File: src/verilog/wwdt_pkg.sv
package wwdt_pkg;
  // register byte addresses
  localparam logic [3:0] ADDR_CONFIG = 4'h0;
  localparam logic [3:0] ADDR_STATUS = 4'h4;
  localparam logic [3:0] ADDR_UNLOCK = 4'h8;
  localparam logic [3:0] ADDR_DEBUG = 4'hc;
  // config fields
  localparam int PERIOD_LSB = 0;
  localparam int WINDOW_LSB = 4;
  localparam int CODE_W = 4;
  localparam logic [3:0] CODE_MAX = 4'hb;
  // status fields
  localparam int BUSY_BIT = 0;
  localparam int LOCK_BIT = 7;
  // unlock key and window, in system cycles
  localparam logic [7:0] UNLOCK_KEY = 8'hd8;
  localparam int UNLOCK_CYCLES = 4;
  // debug register
  localparam int HALT_BIT = 0;
  localparam int LOCKCLR_BIT = 1;
  // counter
  localparam int CNT_W = 14;
  localparam logic [13:0] BASE_TICKS = 14'h0008;
  localparam logic [1:0] RESP_OKAY = 2'h0;
  localparam logic [1:0] RESP_SLVERR = 2'h2;
  typedef enum logic [1:0] {
    WWDT_OFF = 2'b00,
    WWDT_ARM = 2'b01,
    WWDT_CLOSED = 2'b10,
    WWDT_OPEN = 2'b11
  } wwdt_state_t;
endpackage

File: src/verilog/wwdt_top.sv
`timescale 1ns/100ps
module wwdt_top (
  // system
  input wire logic aclk,
  input wire logic aresetn,
  // watchdog oscillator, about 1 kHz
  input wire logic watchdog_osc_clock,
  // core
  input wire logic watchdog_restart_instr,
  input wire logic [7:0] boot_fuse_config,
  output logic system_reset_req,
  // axi4-lite write address
  input wire logic [3:0] s_axi_awaddr,
  input wire logic s_axi_awvalid,
  output logic s_axi_awready,
  // axi4-lite write data
  input wire logic [31:0] s_axi_wdata,
  input wire logic [3:0] s_axi_wstrb,
  input wire logic s_axi_wvalid,
  output logic s_axi_wready,
  // axi4-lite write response
  output logic [1:0] s_axi_bresp,
  output logic s_axi_bvalid,
  input wire logic s_axi_bready,
  // axi4-lite read
  input wire logic [3:0] s_axi_araddr,
  input wire logic s_axi_arvalid,
  output logic s_axi_arready,
  output logic [31:0] s_axi_rdata,
  output logic [1:0] s_axi_rresp,
  output logic s_axi_rvalid,
  input wire logic s_axi_rready
);

  // period code to tick count
  function automatic logic [13:0] code_ticks(input logic [3:0] code);
    code_ticks = wwdt_pkg::BASE_TICKS << (code - 4'h1);
  endfunction

  function automatic logic code_valid(input logic [3:0] code);
    code_valid = (code != 4'h0) && (code <= wwdt_pkg::CODE_MAX);
  endfunction

  logic [7:0] config_ff;
  logic lock_ff;
  logic halt_ff;
  logic fuse_loaded_ff;
  logic [2:0] unlock_cnt_ff;
  logic aw_held_ff, w_held_ff;
  logic [3:0] awaddr_ff;
  logic [31:0] wdata_ff;
  logic [3:0] wstrb_ff;
  logic bvalid_ff, rvalid_ff;
  logic [1:0] bresp_ff, rresp_ff;
  logic [31:0] rdata_ff;
  logic reset_req_ff;

  // osc edge detection: three flops, change counts when 2nd and 3rd agree
  logic [2:0] osc_sync_ff;
  logic osc_last_ff;
  logic tick;
  always_ff @(posedge aclk) begin
    if (!aresetn) begin
      osc_sync_ff <= 3'h0;
      osc_last_ff <= 1'b0;
    end else begin
      osc_sync_ff <= {osc_sync_ff[1:0], watchdog_osc_clock};
      if (osc_sync_ff[1] == osc_sync_ff[2])
        osc_last_ff <= osc_sync_ff[2];
    end
  end
  // watchdog tick on a qualified rising edge
  assign tick = (osc_sync_ff[1] == osc_sync_ff[2]) &&
    osc_sync_ff[2] && !osc_last_ff;

  // axi write channel capture
  logic wr_go;
  assign s_axi_awready = !aw_held_ff;
  assign s_axi_wready = !w_held_ff;
  assign wr_go = aw_held_ff && w_held_ff && !bvalid_ff;
  always_ff @(posedge aclk) begin
    if (!aresetn) begin
      aw_held_ff <= 1'b0;
      w_held_ff <= 1'b0;
      awaddr_ff <= 4'h0;
      wdata_ff <= 32'h0;
      wstrb_ff <= 4'h0;
    end else begin
      if (s_axi_awvalid && s_axi_awready) begin
        aw_held_ff <= 1'b1;
        awaddr_ff <= s_axi_awaddr;
      end else if (wr_go) begin
        aw_held_ff <= 1'b0;
      end
      if (s_axi_wvalid && s_axi_wready) begin
        w_held_ff <= 1'b1;
        wdata_ff <= s_axi_wdata;
        wstrb_ff <= s_axi_wstrb;
      end else if (wr_go) begin
        w_held_ff <= 1'b0;
      end
    end
  end

  logic wr_cfg, wr_sts, wr_key, wr_dbg, unlocked, addr_ok;
  assign addr_ok = (awaddr_ff == wwdt_pkg::ADDR_CONFIG) ||
    (awaddr_ff == wwdt_pkg::ADDR_STATUS) ||
    (awaddr_ff == wwdt_pkg::ADDR_UNLOCK) ||
    (awaddr_ff == wwdt_pkg::ADDR_DEBUG);
  assign wr_cfg = wr_go && wstrb_ff[0] &&
    (awaddr_ff == wwdt_pkg::ADDR_CONFIG);
  assign wr_sts = wr_go && wstrb_ff[0] &&
    (awaddr_ff == wwdt_pkg::ADDR_STATUS);
  assign wr_key = wr_go && wstrb_ff[0] &&
    (awaddr_ff == wwdt_pkg::ADDR_UNLOCK);
  assign wr_dbg = wr_go && wstrb_ff[0] &&
    (awaddr_ff == wwdt_pkg::ADDR_DEBUG);
  assign unlocked = (unlock_cnt_ff != 3'h0);

  // write response
  always_ff @(posedge aclk) begin
    if (!aresetn) begin
      bvalid_ff <= 1'b0;
      bresp_ff <= wwdt_pkg::RESP_OKAY;
    end else if (wr_go) begin
      bvalid_ff <= 1'b1;
      bresp_ff <= addr_ok ? wwdt_pkg::RESP_OKAY : wwdt_pkg::RESP_SLVERR;
    end else if (s_axi_bready) begin
      bvalid_ff <= 1'b0;
    end
  end
  assign s_axi_bvalid = bvalid_ff;
  assign s_axi_bresp = bresp_ff;

  // unlock window counter
  always_ff @(posedge aclk) begin
    if (!aresetn) begin
      unlock_cnt_ff <= 3'h0;
    end else if (wr_key && wdata_ff[7:0] == wwdt_pkg::UNLOCK_KEY) begin
      unlock_cnt_ff <= 3'(wwdt_pkg::UNLOCK_CYCLES);
    end else if (wr_cfg || wr_sts) begin
      unlock_cnt_ff <= 3'h0;
    end else if (unlocked) begin
      unlock_cnt_ff <= unlock_cnt_ff - 3'h1;
    end
  end

  // debug halt control
  always_ff @(posedge aclk) begin
    if (!aresetn) begin
      halt_ff <= 1'b0;
    end else if (wr_dbg) begin
      halt_ff <= wdata_ff[wwdt_pkg::HALT_BIT];
    end
  end

  // crossing handshake state
  logic cfg_busy_ff;
  logic [1:0] cfg_wait_ff;
  logic rst_busy_ff;
  logic [1:0] rst_wait_ff;
  logic cfg_apply, rst_apply;
  assign cfg_apply = cfg_busy_ff && tick && (cfg_wait_ff == 2'h0);
  assign rst_apply = rst_busy_ff && tick && (rst_wait_ff == 2'h0);

  // config and lock, fuse loaded after reset release
  always_ff @(posedge aclk) begin
    if (!aresetn) begin
      config_ff <= 8'h00;
      lock_ff <= 1'b0;
      fuse_loaded_ff <= 1'b0;
    end else if (!fuse_loaded_ff) begin
      fuse_loaded_ff <= 1'b1;
      config_ff <= boot_fuse_config;
      lock_ff <= (boot_fuse_config[wwdt_pkg::PERIOD_LSB +: 4] != 4'h0);
    end else begin
      if (wr_cfg && unlocked && !lock_ff && !cfg_busy_ff)
        config_ff <= wdata_ff[7:0];
      if (wr_sts && unlocked && wdata_ff[wwdt_pkg::LOCK_BIT])
        lock_ff <= 1'b1;
      else if (wr_dbg && halt_ff && wdata_ff[wwdt_pkg::LOCKCLR_BIT])
        lock_ff <= 1'b0;
    end
  end

  logic cfg_take;
  assign cfg_take = wr_cfg && unlocked && !lock_ff && !cfg_busy_ff;

  // config crossing: applied on third tick after write
  always_ff @(posedge aclk) begin
    if (!aresetn) begin
      cfg_busy_ff <= 1'b0;
      cfg_wait_ff <= 2'h0;
    end else if (cfg_take) begin
      cfg_busy_ff <= 1'b1;
      cfg_wait_ff <= 2'h2;
    end else if (cfg_apply) begin
      cfg_busy_ff <= 1'b0;
    end else if (cfg_busy_ff && tick) begin
      cfg_wait_ff <= cfg_wait_ff - 2'h1;
    end
  end

  // restart crossing: two to three ticks
  always_ff @(posedge aclk) begin
    if (!aresetn) begin
      rst_busy_ff <= 1'b0;
      rst_wait_ff <= 2'h0;
    end else if (watchdog_restart_instr && !rst_busy_ff) begin
      rst_busy_ff <= 1'b1;
      rst_wait_ff <= 2'h2;
    end else if (rst_apply) begin
      rst_busy_ff <= 1'b0;
    end else if (rst_busy_ff && tick) begin
      rst_wait_ff <= rst_wait_ff - 2'h1;
    end
  end

  // watchdog-domain copy of config
  logic [3:0] period_ff, window_ff;
  always_ff @(posedge aclk) begin
    if (!aresetn) begin
      period_ff <= 4'h0;
      window_ff <= 4'h0;
    end else if (!fuse_loaded_ff) begin
      period_ff <= boot_fuse_config[wwdt_pkg::PERIOD_LSB +: 4];
      window_ff <= boot_fuse_config[wwdt_pkg::WINDOW_LSB +: 4];
    end else if (cfg_apply) begin
      period_ff <= config_ff[wwdt_pkg::PERIOD_LSB +: 4];
      window_ff <= config_ff[wwdt_pkg::WINDOW_LSB +: 4];
    end
  end

  // watchdog counter and mode
  wwdt_pkg::wwdt_state_t state_ff;
  logic [13:0] count_ff;
  logic enabled, windowed, halt_prev_ff;
  assign enabled = code_valid(period_ff);
  assign windowed = code_valid(window_ff);
  always_ff @(posedge aclk) begin
    if (!aresetn) begin
      state_ff <= wwdt_pkg::WWDT_OFF;
      count_ff <= 14'h0;
      halt_prev_ff <= 1'b0;
    end else begin
      halt_prev_ff <= halt_ff;
      if (!enabled || halt_ff) begin
        count_ff <= 14'h0;
        state_ff <= enabled ? wwdt_pkg::WWDT_ARM : wwdt_pkg::WWDT_OFF;
      end else if (state_ff == wwdt_pkg::WWDT_OFF ||
          (halt_prev_ff && !halt_ff)) begin
        state_ff <= wwdt_pkg::WWDT_ARM;
        count_ff <= 14'h0;
      end else if (rst_apply) begin
        count_ff <= 14'h0;
        state_ff <= windowed ? wwdt_pkg::WWDT_CLOSED :
          wwdt_pkg::WWDT_OPEN;
      end else if (tick) begin
        case (state_ff)
          wwdt_pkg::WWDT_CLOSED: begin
            if (!windowed) begin
              state_ff <= wwdt_pkg::WWDT_OPEN;
            end else if (count_ff + 14'h1 >= code_ticks(window_ff)) begin
              state_ff <= wwdt_pkg::WWDT_OPEN;
              count_ff <= 14'h0;
            end else begin
              count_ff <= count_ff + 14'h1;
            end
          end
          wwdt_pkg::WWDT_ARM, wwdt_pkg::WWDT_OPEN: begin
            if (count_ff < code_ticks(period_ff))
              count_ff <= count_ff + 14'h1;
          end
          default: begin
            count_ff <= 14'h0;
          end
        endcase
      end
    end
  end

  // reset request, held until system reset
  always_ff @(posedge aclk) begin
    if (!aresetn) begin
      reset_req_ff <= 1'b0;
    end else if (enabled && !halt_ff) begin
      if (count_ff >= code_ticks(period_ff) &&
          state_ff != wwdt_pkg::WWDT_CLOSED)
        reset_req_ff <= 1'b1;
      if (rst_apply && state_ff == wwdt_pkg::WWDT_CLOSED && windowed)
        reset_req_ff <= 1'b1;
    end
  end
  assign system_reset_req = reset_req_ff;

  // axi read
  logic [31:0] rd_word;
  always_comb begin
    rd_word = 32'h0;
    case (s_axi_araddr)
      wwdt_pkg::ADDR_CONFIG: rd_word[7:0] = config_ff;
      wwdt_pkg::ADDR_STATUS: begin
        rd_word[wwdt_pkg::LOCK_BIT] = lock_ff;
        rd_word[wwdt_pkg::BUSY_BIT] = cfg_busy_ff;
      end
      wwdt_pkg::ADDR_DEBUG: rd_word[wwdt_pkg::HALT_BIT] = halt_ff;
      default: rd_word = 32'h0;
    endcase
  end
  assign s_axi_arready = !rvalid_ff;
  always_ff @(posedge aclk) begin
    if (!aresetn) begin
      rvalid_ff <= 1'b0;
      rdata_ff <= 32'h0;
      rresp_ff <= wwdt_pkg::RESP_OKAY;
    end else if (s_axi_arvalid && !rvalid_ff) begin
      rvalid_ff <= 1'b1;
      rdata_ff <= rd_word;
      rresp_ff <= (s_axi_araddr[1:0] == 2'h0 &&
        s_axi_araddr <= wwdt_pkg::ADDR_DEBUG) ?
        wwdt_pkg::RESP_OKAY : wwdt_pkg::RESP_SLVERR;
    end else if (s_axi_rready) begin
      rvalid_ff <= 1'b0;
    end
  end
  assign s_axi_rvalid = rvalid_ff;
  assign s_axi_rdata = rdata_ff;
  assign s_axi_rresp = rresp_ff;

endmodule

File: config.mk
export PLATFORM = sky130hd
export DESIGN_NAME = wwdt_top
export DESIGN_NICKNAME = d
export VERILOG_FILES = /design/src/verilog/wwdt_pkg.sv /design/src/verilog/wwdt_top.sv
export SDC_FILE = /design/constraint.sdc
export NUM_CORES = 1
export LEC_CHECK = 0
export BUFFER_PORTS_ARGS = -buffer_cell sky130_fd_sc_hd__buf_2
export CAP_MARGIN = 20
export CORE_UTILIZATION = 30
export CTS_BUF_LIST = sky130_fd_sc_hd__clkbuf_2 sky130_fd_sc_hd__clkbuf_4 sky130_fd_sc_hd__clkbuf_8
export DETAILED_ROUTE_END_ITERATION = 10
export PLACE_DENSITY = 0.59
export SETUP_SLACK_MARGIN = 0.4
export SYNTH_ARGS = -nofsm -noshare
export SYNTH_HDL_FRONTEND = slang
export SYNTH_SLANG_ARGS = --single-unit
File: constraint.sdc
create_clock -name aclk -period 4.2 [get_ports aclk]
set_input_delay 0.42 -clock aclk [delete_from_list [all_inputs] [get_ports aclk]]
set_output_delay 0.42 -clock aclk [all_outputs]
set_load 0.01 [all_outputs]
; ---- Yosys cells after proc, flatten, opt, wreduce, memory -nomap -nowiden
; Index checks and enable logic that the tools add are counted.
[classes]
n_reduce_logical = 83
n_mux = 50
div_mod_pow = 0
n_eq_ne = 19
order_cmp = 6
n_bitwise = 3
n_addsub = 6
shifts = 2
n_mul = 0
[op_table]
columns = operator, n
row1 = two-way mux 14 bit, 3
row2 = logical AND 1 bit, 33
row3 = two-way mux 2 bit, 15
row4 = >= comparator 14 bit, 2
row5 = case mux 14 bit (2 select lines), 1
row6 = "left shift 4 x 4 -> 14 bit, first input constant", 2
row7 = nonzero test 4 bit, 5
row8 = two-way mux 1 bit, 19
row9 = nonzero test 2 bit, 9
row10 = two-way mux 4 bit, 4
row11 = two-way mux 8 bit, 2
row12 = "adder 14 x 1 -> 14 bit, second input constant", 1
row13 = < comparator 14 bit, 1
row14 = "== test 4 bit, second input constant", 3
row15 = "less-or-equal comparator 4 bit, second input constant", 3
row16 = logical NOT 1 bit, 10
row17 = AND reduction 2 bit, 5
row18 = two-way mux 3 bit, 3
row19 = "== test 4 x 3 -> 1 bit, second input constant", 2
row20 = "== test 8 bit, second input constant", 1
row21 = logical NOT 2 bit, 4
row22 = logical NOT 4 bit, 2
row23 = "inequality test 2 x 1 -> 1 bit, second input constant", 4
row24 = "subtractor 4 x 1 -> 4 bit, second input constant", 2
row25 = 18 further kinds, 33
[word_totals]
input_bits = 61
n_memories = 0
ramBits = 0
latch_bits = 0
output_inout_bits = 42
reg_bits = 79
mem_bits_ro = 0
wordCells = 199

; ---- Longest topological paths before layout
[logic_depth]
depth_word = 10
mapped_depth = 16

; ---- Least setup slack after synthesis
; OpenSTA, ideal clock, no wires.
[synth_path]
path_type = register to register
start = register count_ff[0]
end = register count_ff[6]
path_stages_with_launch = 17
required_ns = 4.126
synth_period_minus_slack_ns = 2.995
path_slack_ns = 1.205
arrival_time_ns = 2.921
cell_sequence = dfxtp_1 -> ha_1 -> nand3_2 -> or2_1 -> buf_2 -> nor2_4 -> nand3_1 -> xnor2_2 -> ha_1 -> a21oi_1 -> nand2_1 -> a221oi_2 -> a31o_1 -> buf_4 -> buf_4 -> nand3_1 -> a31oi_1
[synth_between]
elab_chain_cells = 5
word_cells_on_any_way = 9
cone_classes = add/sub: 1 / order compare: 2 / eq/ne: 1 / mux: 4 / reduce/logical: 1
[synth_lines]
columns = element, line
row1 = from (decl), wwdt_top.sv:236  ; logic [13:0] count_ff;
row2 = from (signal assigned), wwdt_top.sv:267  ; count_ff <= count_ff + 14'h1;
row3 = from (signal assigned), wwdt_top.sv:272  ; count_ff <= count_ff + 14'h1;
row4 = adder 14 x 1 -> 14 bit, "wwdt_top.sv:263, wwdt_top.sv:267, wwdt_top.sv:272"
row5 = >= comparator 14 bit, wwdt_top.sv:263  ; end else if (count_ff + 14'h1 >= code_ticks(window_ff)) begin
row6 = two-way mux 14 bit, wwdt_top.sv:263
row7 = two-way mux 14 bit, wwdt_top.sv:261  ; if (!windowed) begin
row8 = case mux 14 bit (2 select lines), wwdt_top.sv:259  ; case (state_ff)
; Parallel ways exist; a longest one is shown, timed or not. The select of a mux whose other input is x is not followed.
; A chain may end at the register's enable or synchronous reset.

; ---- Final worst setup path
[layout_path]
start = register count_ff[0]
end = register count_ff[11]
; The elaborated chain is that of the path after synthesis.

==> key figures <==
Outcome
  • Outcome: complete, no violations

Critical path
  • Crit path largest cell delay: 0.44 ns
  • Critical path start-end classification: reg2reg
  • Cell seen most often among critical-path stages: sky130_fd_sc_hd__ha_1
  • Critical path data arrival time: between 3 and 4 ns
  • Critical path data required time: 4.48 ns
  • Max FO, Critical Path: 11
  • Critical Path Source Type: register
  • Chain of cells forming the critical path: ha_1 > nand3_2 > or2_1 > nor2_4 > nand3_1 > xnor2_2 > ha_1 > a21oi_1 > nand2_1 > a221oi_2 > a31o_2 > buf_4 > nand4b_1 > a31oi_1
  • Crit path max-delay family: compound AO/OA/AOI/OAI gates
  • Crit. End Element: register
  • WP buf/inv: 1
  • Highest-delay cell along the critical path: sky130_fd_sc_hd__dfxtp_1

Power
  • Cell Int Power: 1.095 mW
  • Sw Share: 0.3059
  • Static power due to leakage: just under 2 nW
  • Total power per unit cell area: about 330 mW/mm²
  • Combinational cell fraction of total power: 0.152
  • Maximum vdd ir drop: around 0.23 mV
  • Net switching power figure: approximately 0.48 mW
  • Relative contribution of the clock network to total power: 0.334
  • Register share of total power: 0.514

STA
  • Post-Route Skew: about 0.011 ns
  • Time the final worst path needs with I/O delays and setup: about 3.5 ns
  • Part of the cycle the worst path needs: 0.8430
  • Setup TNS after final layout: 0 ns
  • Rel. slew slack: 0.3380
  • Least-Margin Pin Slew: between 0.9 and 1 ns
  • Max-slew violations: 0
  • Final setup fails: 0
  • Unrepaired setup endpoints after global routing: false
  • Final Hold Violating Endpoints: 0
  • F_max: around 280 MHz

Yosys
  • Multiplexer fraction of the synthesized cell area: 0.03964
  • Synth Flop Type: sky130_fd_sc_hd__dfxtp_1
  • Count of distinct cell types in the synthesized netlist: 60
  • Combinational family with the most area after synthesis: simple AND/OR/NAND/NOR gates
  • Average footprint of a synthesized cell: slightly above 8 µm²
  • Xor and xnor area share after synthesis: 0.02827
  • Most frequent cell after synthesis: sky130_fd_sc_hd__nand2_1
  • Summed instance area of the synthesized netlist: around 0.0043 mm²
  • Yosys top cell by area: sky130_fd_sc_hd__dfxtp_1
  • Count of flip-flops with a built-in enable after synthesis: 0
  • Synthesized instance count: ~530
  • Most used standard cells in the synthesized netlist: 82 x sky130_fd_sc_hd__nand2_1, 77 x sky130_fd_sc_hd__dfxtp_1, 53 x sky130_fd_sc_hd__nor2_1
  • Top cell type's share of synthesized area: 0.3591
  • Synthesized-area fraction occupied by ao, oa, aoi and oai cells: 0.1463
  • Flip-flop and latch count after synthesis: 77
  • Simple-gate share of the synthesized area: 0.2533
  • Arithmetic-cell share of the synthesized area counting full adders, half adders and majority gates: 0.08452
  • Sequential element share of the synthesized area: 0.3591
  • Count of synthesis-stage warnings from yosys: 0
  • Largest cells by area after synthesis: sky130_fd_sc_hd__dfxtp_1 36%, sky130_fd_sc_hd__ha_1 8.5%, sky130_fd_sc_hd__nand2_1 7.2%
  • Ys async rst share: 0

Route
  • Total wirelength of the detailed-routed design: 9635 µm
  • TritonRoute pass-1 iters: 4
  • Number of routed nets with antenna violations: 0
  • First-iteration detailed-routing DRC count: roughly 240
  • Detailed-route DRC error count: 0
  • Wire length per cell after detailed routing: 12.85 µm
  • Via-per-instance ratio: 4.831
  • Vias after detailed routing: ~3,600

CTS
  • Number of sinks on the clock net: a little under 80
  • CTS tree: done
  • Clock root buffer: sky130_fd_sc_hd__clkbuf_8
  • Insertion delay of the later-clocked pin in the worst-skew pair: 0.36 ns
  • Post-cts hold buffer count: 0
  • H-tree Lvls: 3
  • Longest Clk Path Bufs: 2
  • Clock slew at the register clock pins of the worst setup and hold paths: roughly 0.090 ns
  • Cts bufs inserted: 9

Global routing
  • All-Layer GR Usage: 0.1378
  • Pin count of the biggest net entering global routing: 34
  • Vias in the first global route: 3,455
  • First-pass GRT wire length: roughly 16,000 µm
  • Antenna violations before repair: 0
  • Final global-route overflow total: 0

Hold path
  • Hold/Removal Path Class: in2reg

Placed design
  • DP Cell Count: between 700 and 800
  • GPL Wtd Cong: ~0.84
  • Port Buffers: 49
  • Final HPWL from detailed placement: 7309 µm

Layout
  • Number of nets in the layout: between 600 and 700
  • Number of antenna repair diodes: 0
  • Layout-stage area growth over the synthesis result: 10.06%
  • Filler Cells Inserted: roughly 1,500
  • Fin cells: 750
  • Share of post-route cells with drive strength above 1: 0.1439

Floorplanning
  • Floorplan Core Area: ~0.014 mm²
  • Number of core rows: 43
  • DIE WIDTH: approximately 120 µm
  • Overall die height: 121.6 µm
  • Io pins: ~100
  • Initial Util: 0.3081
  • Area of the die: ~0.015 mm²

Run
  • Number of max-cap violations: 0
## routing by layer
layer,up-vias,share of wire,wire length [µm],global-route usage
li1,1862,-,-,-
met5,-,0,0,0
met2,103,0.48,4582,0.2386
met1,1647,0.46,4465,0.1695
met3,11,0.052,504,0.03511
met4,0,0.0085,82,0.03318
## cell type report
| cell class | instances | area [µm²] | area share |
|---|---|---|---|
| well taps | 180 | 225.2 | 0.04767 |
| multi-input cells | 411 | 2467 | 0.5222 |
| repair buffers | 50 | 252.7 | 0.05350 |
| clock inverters | 6 | 46.29 | 0.009799 |
| flip-flops and latches | 77 | 1541 | 0.3263 |
| clock buffers | 10 | 131.4 | 0.02781 |
| inverters | 16 | 60.06 | 0.01271 |
## registers in the layout (all words and copies together), names as in the netlist, 2 cells and up
signal,count
awaddr_ff,4
cfg_wait_ff,2
config_ff,8
count_ff,14
osc_sync_ff,3
period_ff,4
rst_wait_ff,2
s_axi_rdata,8
state_ff,2
unlock_cnt_ff,3
wdata_ff,8
window_ff,4
## metrics by stage
stage / hold WS, ns / util / setup WS (ns) / instance area [µm²] / power (mW)
3_5_place_dp: 0.4296 / 0.3263 / 0.6342 / 4547 / 1.071
2_1_floorplan: 0.4119 / - / 1.205 / 4387 / 1.021
6_report: 0.2413 / 0.3391 / 0.6594 / 4725 / 1.578
5_1_grt: 0.2264 / 0.3391 / 0.4052 / 4725 / 1.667
3_3_place_gp: 0.4204 / 0.3263 / 0.6725 / 4547 / 1.060
4_1_cts: 0.2256 / 0.3391 / 0.5692 / 4725 / 1.597
## path summary, 6_finish.rpt
check | startpoint | cells after the start | slack (ns) | endpoint
worst max register to register | count_ff[0] | 14 | 0.66 | count_ff[11]
worst min-delay path | s_axi_rready | 2 | 0.24 | s_axi_rvalid
worst min register to register | osc_sync_ff[0] | 1 | 0.44 | osc_sync_ff[1]
worst max-delay path | count_ff[0] | 14 | 0.66 | count_ff[11]
## power groups by stage
stage / Sequential, mW / Clock, mW / Combinational, mW
floorplan: 0.818 / 0 / 0.203
global placement: 0.826 / 0 / 0.233
detailed placement: 0.828 / 0 / 0.243
CTS: 0.811 / 0.542 / 0.244
global route: 0.819 / 0.570 / 0.279
finish: 0.811 / 0.526 / 0.240
## cell families (layout without fill, tap and decap cells)
logic type / after synthesis / count (layout)
multiplexers: 17 / 17
AND/OR/NAND/NOR: 225 / 225
XOR/XNOR: 13 / 13
other: 1 / 26
AO/OA/AOI/OAI: 101 / 101
flip-flops: 77 / 77
adder cells (fa/ha/maj): 29 / 29
buffers and inverters: 65 / 82
## placed cells by master, fill, tap and decap left out, types with 4 or more instances in the layout
| cell type | Yosys | routed |
|---|---|---|
| sky130_fd_sc_hd__dfxtp_1 | 77 | 77 |
| sky130_fd_sc_hd__o21ai_0 | 18 | 18 |
| sky130_fd_sc_hd__conb_1 | 1 | 26 |
| sky130_fd_sc_hd__nand3_1 | 26 | 26 |
| sky130_fd_sc_hd__nand2_1 | 82 | 82 |
| sky130_fd_sc_hd__inv_1 | 16 | 16 |
| sky130_fd_sc_hd__ha_1 | 29 | 29 |
| sky130_fd_sc_hd__nor2_1 | 53 | 53 |
| sky130_fd_sc_hd__a211oi_1 | 4 | 4 |
| sky130_fd_sc_hd__and2_1 | 4 | 4 |
| sky130_fd_sc_hd__a31oi_1 | 15 | 15 |
| sky130_fd_sc_hd__a22oi_1 | 6 | 6 |
| sky130_fd_sc_hd__nor2b_1 | 10 | 10 |
| sky130_fd_sc_hd__mux2i_1 | 17 | 17 |
| sky130_fd_sc_hd__buf_2 | 5 | 49 |
| sky130_fd_sc_hd__xnor2_1 | 9 | 9 |
| sky130_fd_sc_hd__a21oi_1 | 37 | 37 |
| sky130_fd_sc_hd__nand4_1 | 7 | 7 |
| sky130_fd_sc_hd__nor3_1 | 6 | 6 |
| sky130_fd_sc_hd__clkbuf_8 | 0 | 9 |
## what timing repair did
item                                    CTS  global route
setup buffers                             0             0
endpoints found under the setup margin    0             8
gates resized for setup                   0             1
(Power assumes the default switching activity.)
